$ cat config.mk
export PLATFORM = sky130hd
export DESIGN_NAME = swp_top
export DESIGN_NICKNAME = d
export VERILOG_FILES = /design/src/swp_pkg.sv /design/src/swp_sync.sv /design/src/swp_top.sv
export SDC_FILE = /design/constraint.sdc
export NUM_CORES = 1
export LEC_CHECK = 0
export ABC_CLOCK_PERIOD_IN_PS = 2700
export BUFFER_PORTS_ARGS = -buffer_cell sky130_fd_sc_hd__clkbuf_2
export CAP_MARGIN = 30
export CORE_MARGIN = 1.5
export CORE_UTILIZATION = 40
export CTS_CLUSTER_SIZE = 14
export DETAILED_ROUTE_END_ITERATION = 10
export HOLD_SLACK_MARGIN = 0.06
export PLACE_DENSITY = 0.63
export SETUP_SLACK_MARGIN = 0.15
export SYNTH_ARGS = -nofsm -noshare
export SYNTH_HDL_FRONTEND = slang
export SYNTH_SLANG_ARGS = --single-unit
$ cat constraint.sdc
create_clock -name clk -period 2.7 [get_ports clk]
set_clock_uncertainty 0.05 [all_clocks]
set_input_delay 0.54 -clock clk [delete_from_list [all_inputs] [get_ports clk]]
set_output_delay 0.54 -clock clk [all_outputs]
set_load 0.02 [all_outputs]
$ cat src/swp_pkg.sv
// constants for the serial width and pin configuration block
package swp_pkg;
  localparam int unsigned ADDR_W        = 3;
  localparam logic [2:0]  OFF_CTRL_ONE  = 3'h0;
  localparam logic [2:0]  OFF_CTRL_TWO  = 3'h1;
  localparam logic [2:0]  OFF_STATUS    = 3'h3;
  localparam logic [2:0]  OFF_MASK      = 3'h4;
  localparam logic [7:0]  CTRL_TWO_RST  = 8'h00;
  localparam logic [7:0]  CTRL_TWO_MASK = 8'h5b;
  localparam logic [7:0]  CTRL_ONE_RST  = 8'h00;
  localparam logic [7:0]  CTRL_ONE_MASK = 8'h12;
  localparam logic [7:0]  IRQ_MASK_RST  = 8'h00;
  // serial_control_two fields
  localparam int unsigned BIT_WIDTH     = 6;
  localparam int unsigned BIT_MODE_FAULT_FLAG_EN   = 4;
  localparam int unsigned BIT_BIDIR_OE  = 3;
  localparam int unsigned BIT_WAIT_STOP = 1;
  localparam int unsigned BIT_BIDIR     = 0;
  // own control register fields
  localparam int unsigned BIT_MASTER    = 4;
  localparam int unsigned BIT_SEL_OE    = 1;
  // status fields
  localparam int unsigned ST_ABORT      = 0;
  localparam int unsigned ST_MODE_FAULT = 1;
endpackage

$ cat src/swp_sync.sv
// two flip-flop synchroniser for a group of pin inputs
`timescale 1ns/1ps
`default_nettype none
module swp_sync #(
  parameter int unsigned WIDTH = 1
) (
  // clock and reset
  input  wire logic             clk,
  input  wire logic             rst_n,
  // data
  input  wire logic [WIDTH-1:0] d,
  output logic      [WIDTH-1:0] q
);
  logic [WIDTH-1:0] meta_q;

  always_ff @(posedge clk or negedge rst_n) begin
    if (!rst_n) begin
      meta_q <= '0;
      q      <= '0;
    end else begin
      meta_q <= d;
      q      <= meta_q;
    end
  end
endmodule
`default_nettype wire

$ cat src/swp_top.sv
// serial width and pin configuration control with pin routing
// ---------------------------------------------------------------
// ---------------------------------------------------------------
//
// The plain strobed port was decided locally.
`timescale 1ns/1ps
`default_nettype none
module swp_top
  import swp_pkg::*;
(
  // clock and reset
  input  wire logic                      clk,
  input  wire logic                      reset_n,
  // register port
  input  wire logic [swp_pkg::ADDR_W-1:0] reg_addr,
  input  wire logic [7:0]                reg_wdata,
  input  wire logic                      reg_write,
  input  wire logic                      reg_read,
  output logic      [7:0]                reg_rdata,
  output logic                           irq,
  // transfer engine side
  input  wire logic                      engine_busy,
  input  wire logic                      engine_sclk,
  input  wire logic                      engine_dout,
  input  wire logic                      engine_sel_n,
  input  wire logic                      wait_mode,
  output logic                           abort_idle,
  output logic                           wide_transfer,
  output logic                           data_high_used,
  output logic                           engine_din,
  output logic                           sclk_run,
  output logic                           mode_fault_flag,
  // serial pins
  output logic                           sclk_o,
  input  wire logic                      mosi_i,
  output logic                           mosi_o,
  output logic                           mosi_oe,
  input  wire logic                      miso_i,
  output logic                           miso_o,
  output logic                           miso_oe,
  input  wire logic                      sel_n_i,
  output logic                           sel_n_o,
  output logic                           sel_n_oe
);
  import swp_pkg::*;

  // ---------------------------------------------------------------
  // reset release and pin synchronisers
  // ---------------------------------------------------------------
  logic [1:0] rst_sync_q;
  logic       rst_n;
  logic [2:0] pins_s;
  logic       mosi_s;
  logic       miso_s;
  logic       sel_n_s;

  always_ff @(posedge clk or negedge reset_n) begin
    if (!reset_n) begin
      rst_sync_q <= 2'h0;
    end else begin
      rst_sync_q <= {rst_sync_q[0], 1'b1};
    end
  end
  assign rst_n = rst_sync_q[1];

  swp_sync #(
    .WIDTH (3)
  ) u_sync (
    .clk   (clk),
    .rst_n (rst_n),
    .d     ({mosi_i, miso_i, ~sel_n_i}),
    .q     (pins_s)
  );
  assign mosi_s  = pins_s[2];
  assign miso_s  = pins_s[1];
  // inverted through the flops so select reads idle high out of reset
  assign sel_n_s = ~pins_s[0];

  // ---------------------------------------------------------------
  // registers
  // ---------------------------------------------------------------
  logic [7:0] ctrl_two_q;
  logic [7:0] ctrl_one_q;
  logic [7:0] mask_q;
  logic [7:0] status_q;
  logic [7:0] ctrl_two_d;
  logic       wr_two;
  logic       wr_one;
  logic       is_master;
  logic       bidir;
  logic       bidir_oe;
  logic       mode_fault_flag_en;
  logic       sel_oe;

  assign wr_two     = reg_write && (reg_addr == OFF_CTRL_TWO);
  assign wr_one     = reg_write && (reg_addr == OFF_CTRL_ONE);
  assign ctrl_two_d = reg_wdata & CTRL_TWO_MASK;

  always_ff @(posedge clk or negedge rst_n) begin
    if (!rst_n) begin
      ctrl_two_q <= CTRL_TWO_RST;
    end else if (wr_two) begin
      ctrl_two_q <= ctrl_two_d;
    end
  end

  always_ff @(posedge clk or negedge rst_n) begin
    if (!rst_n) begin
      ctrl_one_q <= CTRL_ONE_RST;
    end else if (wr_one) begin
      ctrl_one_q <= reg_wdata & CTRL_ONE_MASK;
    end
  end

  always_ff @(posedge clk or negedge rst_n) begin
    if (!rst_n) begin
      mask_q <= IRQ_MASK_RST;
    end else if (reg_write && (reg_addr == OFF_MASK)) begin
      mask_q <= reg_wdata;
    end
  end

  assign is_master = ctrl_one_q[BIT_MASTER];
  assign sel_oe    = ctrl_one_q[BIT_SEL_OE];
  assign bidir     = ctrl_two_q[BIT_BIDIR];
  assign bidir_oe  = ctrl_two_q[BIT_BIDIR_OE];
  assign mode_fault_flag_en   = ctrl_two_q[BIT_MODE_FAULT_FLAG_EN];

  // ---------------------------------------------------------------
  // abort on configuration change
  // ---------------------------------------------------------------
  logic chg_main;
  logic chg_oe;
  logic abort_d;
  logic abort_q;

  assign chg_main = (ctrl_two_d[BIT_WIDTH]   != ctrl_two_q[BIT_WIDTH])
                 || (ctrl_two_d[BIT_MODE_FAULT_FLAG_EN] != mode_fault_flag_en)
                 || (ctrl_two_d[BIT_BIDIR]   != bidir);
  assign chg_oe   = bidir && (ctrl_two_d[BIT_BIDIR_OE] != bidir_oe);
  assign abort_d  = wr_two && is_master && (chg_main || chg_oe);

  always_ff @(posedge clk or negedge rst_n) begin
    if (!rst_n) begin
      abort_q <= 1'b0;
    end else begin
      abort_q <= abort_d;
    end
  end
  assign abort_idle = abort_q;

  // ---------------------------------------------------------------
  // width and clock gating
  // ---------------------------------------------------------------
  logic run_q;

  assign wide_transfer  = ctrl_two_q[BIT_WIDTH];
  assign data_high_used = ctrl_two_q[BIT_WIDTH];

  always_ff @(posedge clk or negedge rst_n) begin
    if (!rst_n) begin
      run_q  <= 1'b1;
      sclk_o <= 1'b0;
    end else begin
      run_q  <= !(wait_mode && ctrl_two_q[BIT_WAIT_STOP]);
      sclk_o <= is_master && engine_sclk
             && !(wait_mode && ctrl_two_q[BIT_WAIT_STOP]);
    end
  end
  assign sclk_run = run_q;

  // ---------------------------------------------------------------
  // data pin routing
  // ---------------------------------------------------------------
  logic din_d;
  logic mosi_oe_d;
  logic miso_oe_d;
  logic sel_oe_d;

  always_comb begin
    if (is_master) begin
      mosi_oe_d = !bidir || bidir_oe;
      miso_oe_d = 1'b0;
      din_d     = bidir ? mosi_s : miso_s;
    end else begin
      miso_oe_d = (!bidir || bidir_oe) && !sel_n_s;
      mosi_oe_d = 1'b0;
      din_d     = bidir ? miso_s : mosi_s;
    end
  end

  assign sel_oe_d = is_master && mode_fault_flag_en && sel_oe;

  always_ff @(posedge clk or negedge rst_n) begin
    if (!rst_n) begin
      mosi_oe    <= 1'b0;
      miso_oe    <= 1'b0;
      sel_n_oe   <= 1'b0;
      mosi_o     <= 1'b0;
      miso_o     <= 1'b0;
      sel_n_o    <= 1'b1;
      engine_din <= 1'b0;
    end else begin
      mosi_oe    <= mosi_oe_d;
      miso_oe    <= miso_oe_d;
      sel_n_oe   <= sel_oe_d;
      mosi_o     <= engine_dout;
      miso_o     <= engine_dout;
      sel_n_o    <= engine_sel_n;
      engine_din <= din_d;
    end
  end

  // ---------------------------------------------------------------
  // status, mode fault and interrupt
  // ---------------------------------------------------------------
  logic fault_evt;
  logic rd_status;
  logic [7:0] set_bits;

  assign fault_evt = is_master && mode_fault_flag_en && !sel_oe && !sel_n_s;
  assign rd_status = reg_read && (reg_addr == OFF_STATUS);
  always_comb begin
    set_bits                = 8'h00;
    set_bits[ST_ABORT]      = abort_d && engine_busy;
    set_bits[ST_MODE_FAULT] = fault_evt;
  end

  always_ff @(posedge clk or negedge rst_n) begin
    if (!rst_n) begin
      status_q <= 8'h00;
    end else if (rd_status) begin
      status_q <= set_bits; // set wins over read clear
    end else begin
      status_q <= status_q | set_bits;
    end
  end
  assign mode_fault_flag = status_q[ST_MODE_FAULT];
  assign irq             = |(status_q & mask_q);

  // ---------------------------------------------------------------
  // read data
  // ---------------------------------------------------------------
  always_ff @(posedge clk or negedge rst_n) begin
    if (!rst_n) begin
      reg_rdata <= 8'h00;
    end else if (!reg_read) begin
      reg_rdata <= 8'h00;
    end else if (reg_addr == OFF_CTRL_TWO) begin
      reg_rdata <= ctrl_two_q;
    end else if (reg_addr == OFF_CTRL_ONE) begin
      reg_rdata <= ctrl_one_q;
    end else if (reg_addr == OFF_STATUS) begin
      reg_rdata <= status_q;
    end else if (reg_addr == OFF_MASK) begin
      reg_rdata <= mask_q;
    end else begin
      reg_rdata <= 8'h00;
    end
  end

  // ---------------------------------------------------------------
  // checks
  // ---------------------------------------------------------------
  a_abort_on_change: assert property (
    @(posedge clk) disable iff (!rst_n)
    (wr_two && is_master
     && (ctrl_two_d[BIT_WIDTH] != ctrl_two_q[BIT_WIDTH]))
    |=> abort_idle)
    else $error("width change in master did not abort");
  a_abort_pin_change: assert property (
    @(posedge clk) disable iff (!rst_n)
    (wr_two && is_master && ((ctrl_two_d[BIT_MODE_FAULT_FLAG_EN] != mode_fault_flag_en)
     || (ctrl_two_d[BIT_BIDIR] != bidir)))
    |=> abort_idle)
    else $error("pin control change in master did not abort");
  a_abort_oe_change: assert property (
    @(posedge clk) disable iff (!rst_n)
    (wr_two && is_master && bidir
     && (ctrl_two_d[BIT_BIDIR_OE] != bidir_oe))
    |=> abort_idle)
    else $error("output enable change did not abort");
  a_no_abort_slave: assert property (
    @(posedge clk) disable iff (!rst_n)
    !is_master |=> !abort_idle)
    else $error("abort raised in slave mode");
  a_fault_gated: assert property (
    @(posedge clk) disable iff (!rst_n)
    (!mode_fault_flag_en && !$past(mode_fault_flag_en) && rd_status) |=> !mode_fault_flag)
    else $error("mode fault set while disabled");
  a_fault_held_off: assert property (
    @(posedge clk) disable iff (!rst_n)
    (!mode_fault_flag_en && !mode_fault_flag) |=> !mode_fault_flag)
    else $error("mode fault raised while disabled");
  a_fault_raised: assert property (
    @(posedge clk) disable iff (!rst_n)
    fault_evt |=> mode_fault_flag)
    else $error("select input low did not raise mode fault");
  a_sel_unused: assert property (
    @(posedge clk) disable iff (!rst_n)
    (!mode_fault_flag_en || !is_master) |=> !sel_n_oe)
    else $error("select pin driven when unused");
  a_sel_output: assert property (
    @(posedge clk) disable iff (!rst_n)
    (is_master && mode_fault_flag_en && sel_oe) |=> sel_n_oe)
    else $error("select output not enabled");
  a_master_miso_off: assert property (
    @(posedge clk) disable iff (!rst_n)
    is_master |=> !miso_oe)
    else $error("master drove miso");
  a_slave_mosi_off: assert property (
    @(posedge clk) disable iff (!rst_n)
    !is_master |=> !mosi_oe)
    else $error("slave drove mosi");
  a_master_mosi_out: assert property (
    @(posedge clk) disable iff (!rst_n)
    (is_master && !bidir) |=> mosi_oe)
    else $error("master did not drive mosi");
  a_slave_bidir_in: assert property (
    @(posedge clk) disable iff (!rst_n)
    (!is_master && bidir && !bidir_oe) |=> !miso_oe)
    else $error("slave drove miso while oe clear");
  a_master_bidir_in: assert property (
    @(posedge clk) disable iff (!rst_n)
    (is_master && bidir) |=> (engine_din == $past(mosi_s)))
    else $error("master bidir input not taken from mosi");
  a_bidir_oe_gate: assert property (
    @(posedge clk) disable iff (!rst_n)
    (is_master && bidir && !bidir_oe) |=> !mosi_oe)
    else $error("bidir buffer enabled while oe clear");
  a_wait_stop: assert property (
    @(posedge clk) disable iff (!rst_n)
    (wait_mode && ctrl_two_q[BIT_WAIT_STOP]) |=> (!sclk_run && !sclk_o))
    else $error("serial clock ran in wait stop");
  a_wait_run: assert property (
    @(posedge clk) disable iff (!rst_n)
    !ctrl_two_q[BIT_WAIT_STOP] |=> sclk_run)
    else $error("serial clock stopped without wait stop");
  a_reserved_zero: assert property (
    @(posedge clk) disable iff (!rst_n)
    wr_two |=> ((ctrl_two_q & ~CTRL_TWO_MASK) == 8'h00))
    else $error("reserved control bits set");
  a_width_out: assert property (
    @(posedge clk) disable iff (!rst_n)
    wr_two |=> (wide_transfer == $past(reg_wdata[BIT_WIDTH])))
    else $error("width select not applied");
endmodule
`default_nettype wire

==> results.tsv, run 1 <==
stage	metric	value	unit
global_routing	grt_start_max_net_pins	21	
yosys	synth_common_cells	dfrtp_1, mux2_2, and3_1, nand2_1, nor2_1	
cts	cts.sinks	42	
worst_setup_path	startpoint_type	register	
power	switchingPower	411.2	uW
die	core	4000	um^2
worst_setup_path	r2r_cells	4	
cts	cts_tree	done	
global_routing	track_usage	0.1504	
cts	hold_buffers	1	
finish	fin_nets	187	
worst_setup_path	crit_start	mask_q[1]	
finish	seq_area	1054	um^2
die	die_y	67.28	um
timing	tightest_slew	0.7794	ns
cts	clkTransAtPathRegs	0.07	ns
cts	clockRootBuffer	clkbuf_8	
timing	fin_crit	1.670	ns
power	p_int	1.038	mW
yosys	ys.flop_type	dfrtp_1	
timing	fin_crit_sh	0.6183	
timing	fmax	599.0	MHz
cts	numCtsBuffers	5	
detailed_routing	num_vias	1017	
die	die_x	67.28	um
detailed_routing	wl_per_cell	13.62	um
yosys	synth_most_common_cell	dfrtp_1	
power	power_frac_clock	0.259	
detailed_routing	drtIter0Drc	39	
place	io_buffers	44	
yosys	syn_nets	139	
job	drv_cap	0	
finish	fill_cells	351	
worst_setup_path	r2r_start	ctrl_two_q[3]	
yosys	synthDistinctLibCells	30	
yosys	ys_seq_elements	42	
detailed_routing	drtPass1Iterations	4	
yosys	synthCells	116	
timing	fin_tns_setup	0	ns
global_routing	gr-total-overflow	0	
yosys	synth_area_leaders	dfrtp_1, mux2_2, dfstp_2, and3_1, buf_4	
cts	clock_latency	0.29	ns
place	dp.cells	206	
finish	areaGrowthSynthToFinish	20.29	%
worst_setup_path	crit_required	2.11	ns
timing	setup_viol	0	
die	start_util	0.4132	
place	place_congestion	0.7542	
timing	relSlewSlack	0.4804	
cts	cts_resized	0	
yosys	yosysTopAreaCell	dfrtp_1	
yosys	synthArstFlopShare	1.000	
yosys	synth_top_cell_area_share	0.6056	
worst_setup_path	cpPeakStageDelay	0.40	ns
yosys	ys_seq_area_frac	0.6374	
power	pwr-share-seq	0.549	
detailed_routing	ant_nets	0	
die	pin_count	45	
die	rows	23	
power	irDropWorstVdd	315.2	uV
place	pre_cts_ws	0.9082	ns
worst_setup_path	r2r_slack	1.34	ns
yosys	yosys_warnings	0	
global_routing	antenna_found_initial	0	
worst_setup_path	crit_arrival	1.08	ns
worst_setup_path	worstSetupPathType	register to primary output	
cts	htreeDepth	2	
place	dpl_cell_area	1898	um^2
die	die-area	4527	um^2
timing	timing.final.ws_setup	1.031	ns
worst_setup_path	cp_max_fo	3	
cts	cts_setup_buffers	0	
detailed_routing	detail_route.wirelength	2928	um
place	dp_hpwl	2259	um
timing	report.final.slew_viol_count	0	
timing	timing_hold_violations_final	0	
finish	multi_input_area	543.0	um^2
worst_setup_path	endpoint_kind	primary output	
power	finalPower	1.449	mW
timing	rsz0062_at_grt	false	
timing	hold_slack	0.2659	ns
power	power.leakage	0.9864	nW
detailed_routing	drc	0	
finish	drive_gt1_frac	0.4667	
min_path	hp-class	register to asynchronous set/reset pin	
power	combPwrFrac	0.193	
yosys	synth-edff-count	0	
worst_setup_path	path_cells	a22o_1 > clkbuf_2	
yosys	synth_area	1653	um^2
outcome	status	finished clean	
power	p_per_area	729.0	nW/um^2
global_routing	grt_pass1_vias	1059	
global_routing	grt_pass1_wl	4871	um
finish	final_cell_area	1988	um^2
finish	final_cells	215	
cts	cts-root-to-sink-buffers	2	
detailed_routing	viasPerCell	4.730	
worst_setup_path	critPathSlowestCell	dfrtp_1	
power	swShare	0.2837	
finish	final_core_util	0.4970	
yosys	syn_avg_cell_area	14.25	um^2
finish	n_antenna_cell	0	
[cell type report]
type,count,share of cell area
flip-flops and latches,42,0.5299
clock buffers,8,0.04028
well taps,50,0.03147
repair buffers,47,0.1233
inverters,1,0.001888
multi-input cells,67,0.2731
[cell usage in the layout, fill, tap and decap left out, types with 2 or more instances in the layout]
cell and count:
a21oi_1 2, a22o_1 2, a22oi_1 3, and2b_2 2
and3_1 6, buf_4 2, clkbuf_1 3, clkbuf_2 44
clkbuf_8 5, dfrtp_1 40, dfstp_2 2, mux2_2 17
nand2_1 6, nand2b_1 2, nor2_1 5, nor2b_1 4
o21ai_0 2, xnor2_1 2, xor2_1 2
[worst paths after layout]
kind                                to
max reg2reg                status_q[0]
max in group asynchronous     sclk_run
max                                irq
min in group clk               sel_n_o
min reg2reg                  mask_q[0]
min                          mask_q[0]
[registers in the layout, indices dropped and copies added (netlist names), 2 cells and up]
name	cells
status_q	2
rst_sync_q	2
reg_rdata	8
u_sync.meta_q	3
mask_q	8
ctrl_one_q	2
u_sync.q	3
ctrl_two_q	5
[layer usage]
metal  up-vias  routed length [um]  GRT usage
met4         0                  46    0.06122
met3         6                 135    0.05000
met1       498                1276     0.1891
li1        491                   -          -
met5         -                   0          0
met2        22                1469     0.2389
[logic make-up (layout without fill, tap and decap cells)]
logic type | after synthesis | after routing | synth area share
buf+inv | 7 | 56 | 0.03406
mux | 18 | 18 | 0.1219
other cells | 1 | 1 | 0.002269
compound gates | 10 | 10 | 0.04921
flops | 42 | 42 | 0.6374
xor+xnor | 4 | 4 | 0.02120
simple gates | 34 | 34 | 0.1340
[power groups by stage]
| stage | combinational (mW) | sequential, mW | clock [mW] |
|---|---|---|---|
| 6_report | 0.279 | 0.795 | 0.375 |
| 5_1_grt | 0.305 | 0.810 | 0.416 |
| 4_1_cts | 0.284 | 0.796 | 0.388 |
| 3_5_place_dp | 0.282 | 0.808 | 0 |
| 3_3_place_gp | 0.275 | 0.807 | 0 |
| 2_1_floorplan | 0.166 | 0.827 | 0 |
[critical path, delay by kind of cell, from the launching register on]
kind	cells	cell delay (ns)
buffers and inverters	1	0.15
AOI/OAI and AO/OA	1	0.24
DFF	1	0.40
(Power assumes the default switching activity.)
==> inputs of run 2 (changes only) <==
--- a/config.mk
+++ b/config.mk
@@ -5,7 +5,7 @@
 export SDC_FILE = /design/constraint.sdc
 export NUM_CORES = 1
 export LEC_CHECK = 0
-export ABC_CLOCK_PERIOD_IN_PS = 2700
+export ABC_CLOCK_PERIOD_IN_PS = 1740
 export BUFFER_PORTS_ARGS = -buffer_cell sky130_fd_sc_hd__clkbuf_2
 export CAP_MARGIN = 30
 export CORE_MARGIN = 1.5
==> constraint.sdc (replaced) <==
create_clock -name clk -period 1.74 [get_ports clk]
set_clock_uncertainty 0.05 [all_clocks]
set_input_delay 0.348 -clock clk [delete_from_list [all_inputs] [get_ports clk]]
set_output_delay 0.348 -clock clk [all_outputs]
set_load 0.02 [all_outputs]
==> run 2 against run 1 <==
Net effect: register-to-register slack worse by 0.98 ns; die area stayed put; worst hold slack worse by 0.18 ns; final cell count stayed put.
==> results.tsv, run 2 (synthesized netlist as in run 1, its figures left out) <==
stage	metric	value	unit
timing	timing_hold_violations_final	0	
global_routing	gr-total-overflow	0	
place	place_congestion	0.7515	
cts	cts-root-to-sink-buffers	2	
worst_setup_path	worstPathBufferInverterCount	1	
place	dp_hpwl	2212	um
worst_setup_path	critPathSlowestCell	dfrtp_1	
cts	clock_latency	0.28	ns
timing	fmax	675.0	MHz
cts	clkTransAtPathRegs	0.07	ns
die	core	4000	um^2
cts	cts_setup_buffers	0	
timing	rsz0062_at_grt	false	
worst_setup_path	cp_max_fo	3	
finish	seq_area	1054	um^2
timing	fin_tns_setup	0	ns
detailed_routing	wl_per_cell	13.61	um
finish	n_antenna_cell	0	
worst_setup_path	crit_arrival	1.08	ns
finish	fin_nets	187	
timing	hold_slack	0.08907	ns
worst_setup_path	startpoint_type	register	
detailed_routing	drtIter0Drc	58	
detailed_routing	ant_nets	0	
finish	multi_input_area	543.0	um^2
die	pin_count	45	
cts	cts.sinks	42	
detailed_routing	drc	0	
power	p_per_area	1141	nW/um^2
power	irDropWorstVdd	414.8	uV
finish	drive_gt1_frac	0.4727	
global_routing	antenna_found_initial	0	
die	die_y	67.28	um
place	dpl_cell_area	1898	um^2
min_path	hp-class	primary input to register	
cts	htreeDepth	2	
cts	cts_tree	done	
finish	reg_top3	mask_q: 8 flops, reg_rdata: 8 flops, ctrl_two_q: 5 flops	
place	dp.cells	206	
timing	fin_crit_sh	0.8514	
place	pre_cts_ws	0.1389	ns
timing	fin_crit	1.481	ns
detailed_routing	num_vias	999	
power	power.leakage	0.9929	nW
timing	timing.final.ws_setup	0.2585	ns
timing	setup_viol	0	
global_routing	track_usage	0.1465	
cts	clockRootBuffer	clkbuf_8	
detailed_routing	detail_route.wirelength	2926	um
finish	final_cell_area	1998	um^2
die	start_util	0.4132	
global_routing	grt_start_max_net_pins	41	
worst_setup_path	crit_required	1.34	ns
finish	areaGrowthSynthToFinish	20.89	%
worst_setup_path	cpPeakStageDelay	0.41	ns
worst_setup_path	cp_top_family	flip-flops	
worst_setup_path	worstSetupPathType	register to primary output	
timing	report.final.slew_viol_count	0	
detailed_routing	drtPass1Iterations	4	
worst_setup_path	path_cells	a22o_1 > clkbuf_2	
global_routing	grt_pass1_wl	4726	um
finish	mostFrequentLayoutCells	clkbuf_2, dfrtp_1, mux2_2	
finish	fill_cells	351	
finish	final_common_cell	clkbuf_2	
finish	final_cells	215	
place	io_buffers	44	
detailed_routing	viasPerCell	4.647	
die	die_x	67.28	um
outcome	status	finished clean	
global_routing	grt_pass1_vias	974	
die	rows	23	
cts	numCtsBuffers	5	
job	drv_cap	0	
worst_setup_path	endpoint_kind	primary output	
die	die-area	4527	um^2
==> run 2: final timing paths <==
kind                       slack [ns]  cells past startpoint           from     endpoint
max                              0.26                      2      mask_q[1]          irq
min in group asynchronous        0.25                      1  rst_sync_q[1]  u_sync.q[1]
min reg2reg                      0.25                      1  rst_sync_q[1]  u_sync.q[1]
max reg2reg                      0.36                      4  ctrl_two_q[0]  status_q[0]
max in group asynchronous        1.05                      1  rst_sync_q[1]      sel_n_o
min                              0.09                      1   engine_sel_n      sel_n_o
==> run 2: routing by layer <==
metal  global-route usage  up-vias  wire (um)
met3              0.05000        4        136
met2               0.2277       24       1439
met5                    0        -          0
met1               0.1868      483       1306
li1                     -      488          -
met4              0.06122        0         44
==> run 2: power by group <==
part           switching, mW  internal (mW)  total [mW]
clock                  0.291          0.323       0.615
combinational          0.229          0.209       0.437
sequential             0.111           1.12        1.23
==> run 2: timing repair <==
action / CTS / global route
hold endpoints to repair: 2 / 0
gates resized for setup: 0 / 0
hold buffers: 1 / 0
==> run 2: metrics by stage <==
step | power [mW] | util
2_1_floorplan | 1.541 | -
3_3_place_gp | 1.677 | 0.4745
3_5_place_dp | 1.694 | 0.4745
4_1_cts | 2.318 | 0.4995
5_1_grt | 2.413 | 0.4995
6_report | 2.280 | 0.4995
==> run 2: area by class of cell <==
type / instances / area share
sequential: 42 / 0.5272
multi-input combinational: 67 / 0.2718
timing repair buffer: 47 / 0.1227
clock buffer: 8 / 0.04508
tap: 50 / 0.03131
inverter: 1 / 0.001879
==> inputs of run 3 (changes only) <==
==> constraint.sdc (replaced) <==
create_clock -name clk -period 1.74 [get_ports clk]
set_clock_uncertainty 0.05 [all_clocks]
set_input_delay 0.174 -clock clk [delete_from_list [all_inputs] [get_ports clk]]
set_output_delay 0.174 -clock clk [all_outputs]
set_load 0.02 [all_outputs]
==> run 3 against run 2 <==
Net effect: cell area rose by 3.2%; register-to-register slack hardly changed; critical path depth is 2 higher; critical path type is now register to register; wire length grew 3.5%.
==> results.tsv, run 3 (synthesized netlist as in run 1, its figures left out) <==
stage	metric	value	unit
power	pwr-share-seq	0.533	
die	pin_count	45	
timing	timing.final.ws_setup	0.3517	ns
power	power_frac_clock	0.271	
worst_setup_path	r2r_start	ctrl_two_q[0]	
detailed_routing	detail_route.wirelength	3027	um
finish	fill_cells	389	
place	dp_hpwl	2214	um
cts	hold_buffers	8	
cts	cts.sinks	42	
power	irDropWorstVdd	538.0	uV
timing	timing_hold_violations_final	0	
finish	mostFrequentLayoutCells	clkbuf_2, dfrtp_1, mux2_2	
worst_setup_path	startpoint_type	register	
global_routing	grt_pass1_vias	1081	
min_path	hp-class	primary input to register	
worst_setup_path	cp_max_fo	6	
detailed_routing	drtIter0Drc	37	
finish	reg_top3	mask_q: 8 flops, reg_rdata: 8 flops, ctrl_two_q: 5 flops	
finish	seq_area	1054	um^2
detailed_routing	drtPass1Iterations	4	
cts	cts_tree	done	
detailed_routing	wl_per_cell	13.70	um
cts	clkTransAtPathRegs	0.08	ns
timing	fmax	720.3	MHz
finish	final_common_cell	clkbuf_2	
worst_setup_path	critPathSlowestCell	dfrtp_1	
power	finalPower	2.300	mW
cts	cts_setup_buffers	0	
job	drv_cap	0	
finish	areaGrowthSynthToFinish	24.75	%
worst_setup_path	cpPeakStageDelay	0.45	ns
finish	fin_nets	193	
finish	drive_gt1_frac	0.4561	
cts	cts-root-to-sink-buffers	2	
detailed_routing	drc	0	
die	die_y	67.28	um
global_routing	grt_start_max_net_pins	41	
place	dpl_cell_area	1891	um^2
die	core	4000	um^2
worst_setup_path	crit_required	1.86	ns
cts	htreeDepth	2	
min_path	worstHoldStart	engine_sclk	
worst_setup_path	crit_arrival	1.51	ns
worst_setup_path	r2r_slack	0.35	ns
finish	final_cell_area	2062	um^2
worst_setup_path	worstSetupPathType	register to register	
detailed_routing	viasPerCell	4.733	
cts	numCtsBuffers	5	
place	dp.cells	205	
timing	rsz0062_at_grt	false	
worst_setup_path	r2r_cells	4	
worst_setup_path	cp_top_family	compound AO/OA/AOI/OAI gates	
power	switchingPower	645.5	uW
min_path	hold_end	sclk_o	
timing	fin_crit_sh	0.7978	
cts	cts_resized	0	
die	die-area	4527	um^2
cts	clock_latency	0.28	ns
global_routing	gr-total-overflow	0	
timing	setup_viol	0	
power	p_per_area	1115	nW/um^2
global_routing	antenna_found_initial	0	
power	combPwrFrac	0.196	
detailed_routing	num_vias	1046	
global_routing	track_usage	0.1575	
finish	final_cells	221	
power	p_int	1.654	mW
finish	n_antenna_cell	0	
place	pre_cts_ws	0.2800	ns
finish	multi_input_area	543.0	um^2
place	place_congestion	0.7380	
worst_setup_path	regToRegEndpoint	status_q[0]	
timing	report.final.slew_viol_count	0	
worst_setup_path	worstPathBufferInverterCount	0	
timing	fin_crit	1.388	ns
die	rows	23	
power	swShare	0.2807	
cts	clockRootBuffer	clkbuf_8	
place	io_buffers	44	
worst_setup_path	path_cells	or2_2 > o21ai_0 > a31oi_4 > a22o_1	
detailed_routing	ant_nets	0	
die	start_util	0.4132	
power	power.leakage	1.020	nW
global_routing	grt_pass1_wl	5188	um
die	die_x	67.28	um
timing	fin_tns_setup	0	ns
min_path	holdPathStages	2	
worst_setup_path	endpoint_kind	register	
outcome	status	finished clean	
==> run 3: changes by cell type in the layout (fill, tap and decap cells not counted), sizes merged <==
| cell | before | now |
|---|---|---|
| clkinv | 0 | 1 |
| buf | 2 | 1 |
| clkbuf | 52 | 51 |
| dlygate4sd3 | 1 | 8 |
==> run 3: how the worst max path moves through the flow <==
stage | startpoint | to | slack, ns | cells after the start
detailed placement | reg_addr[1] | mask_q[4] | 0.28 | 4
finish | ctrl_two_q[0] | status_q[0] | 0.35 | 4
CTS | ctrl_two_q[0] | status_q[0] | 0.35 | 4
floorplan | reg_addr[1] | mask_q[0] | 0.42 | 5
global placement | reg_addr[1] | ctrl_two_q[0] | 0.33 | 3
global route | ctrl_two_q[3] | status_q[0] | 0.29 | 4
==> run 3: layer usage <==
metal / GRT usage / routed length [um]
met1: 0.2019 / 1287
met2: 0.2512 / 1600
met3: 0.04167 / 106
met4: 0.06888 / 34
met5: 0 / 0
==> run 3: worst reg2reg max path: stages (launching register included) <==
cell and delay (ns):
dfrtp_1 0.45, or2_2 0.32, o21ai_0 0.14, a31oi_4 0.13, a22o_1 0.19
==> run 3: per-stage QoR <==
step / hold WS (ns) / utilization
floorplan: -0.1716 / -
global placement: -0.08977 / 0.4726
detailed placement: -0.08620 / 0.4726
CTS: 0.06401 / 0.5155
global route: 0.07577 / 0.5155
finish: 0.06975 / 0.5155
==> run 3: power by group through the flow <==
stage          sequential (mW)  clock [mW]  combinational, mW
3_3_place_gp              1.24           0              0.435
3_5_place_dp              1.25           0              0.445
2_1_floorplan             1.28           0              0.257
6_report                  1.22       0.624              0.451
5_1_grt                   1.25       0.684              0.496
4_1_cts                   1.23       0.642              0.460
==> run 3: final cells by class <==
| cell class | instances | share of cell area |
|---|---|---|
| clock inverter | 1 | 0.002427 |
| multi-input combinational | 67 | 0.2633 |
| clock buffer | 7 | 0.04187 |
| tap | 50 | 0.03034 |
| timing repair buffer | 53 | 0.1493 |
| inverter | 1 | 0.001820 |
| sequential | 42 | 0.5109 |
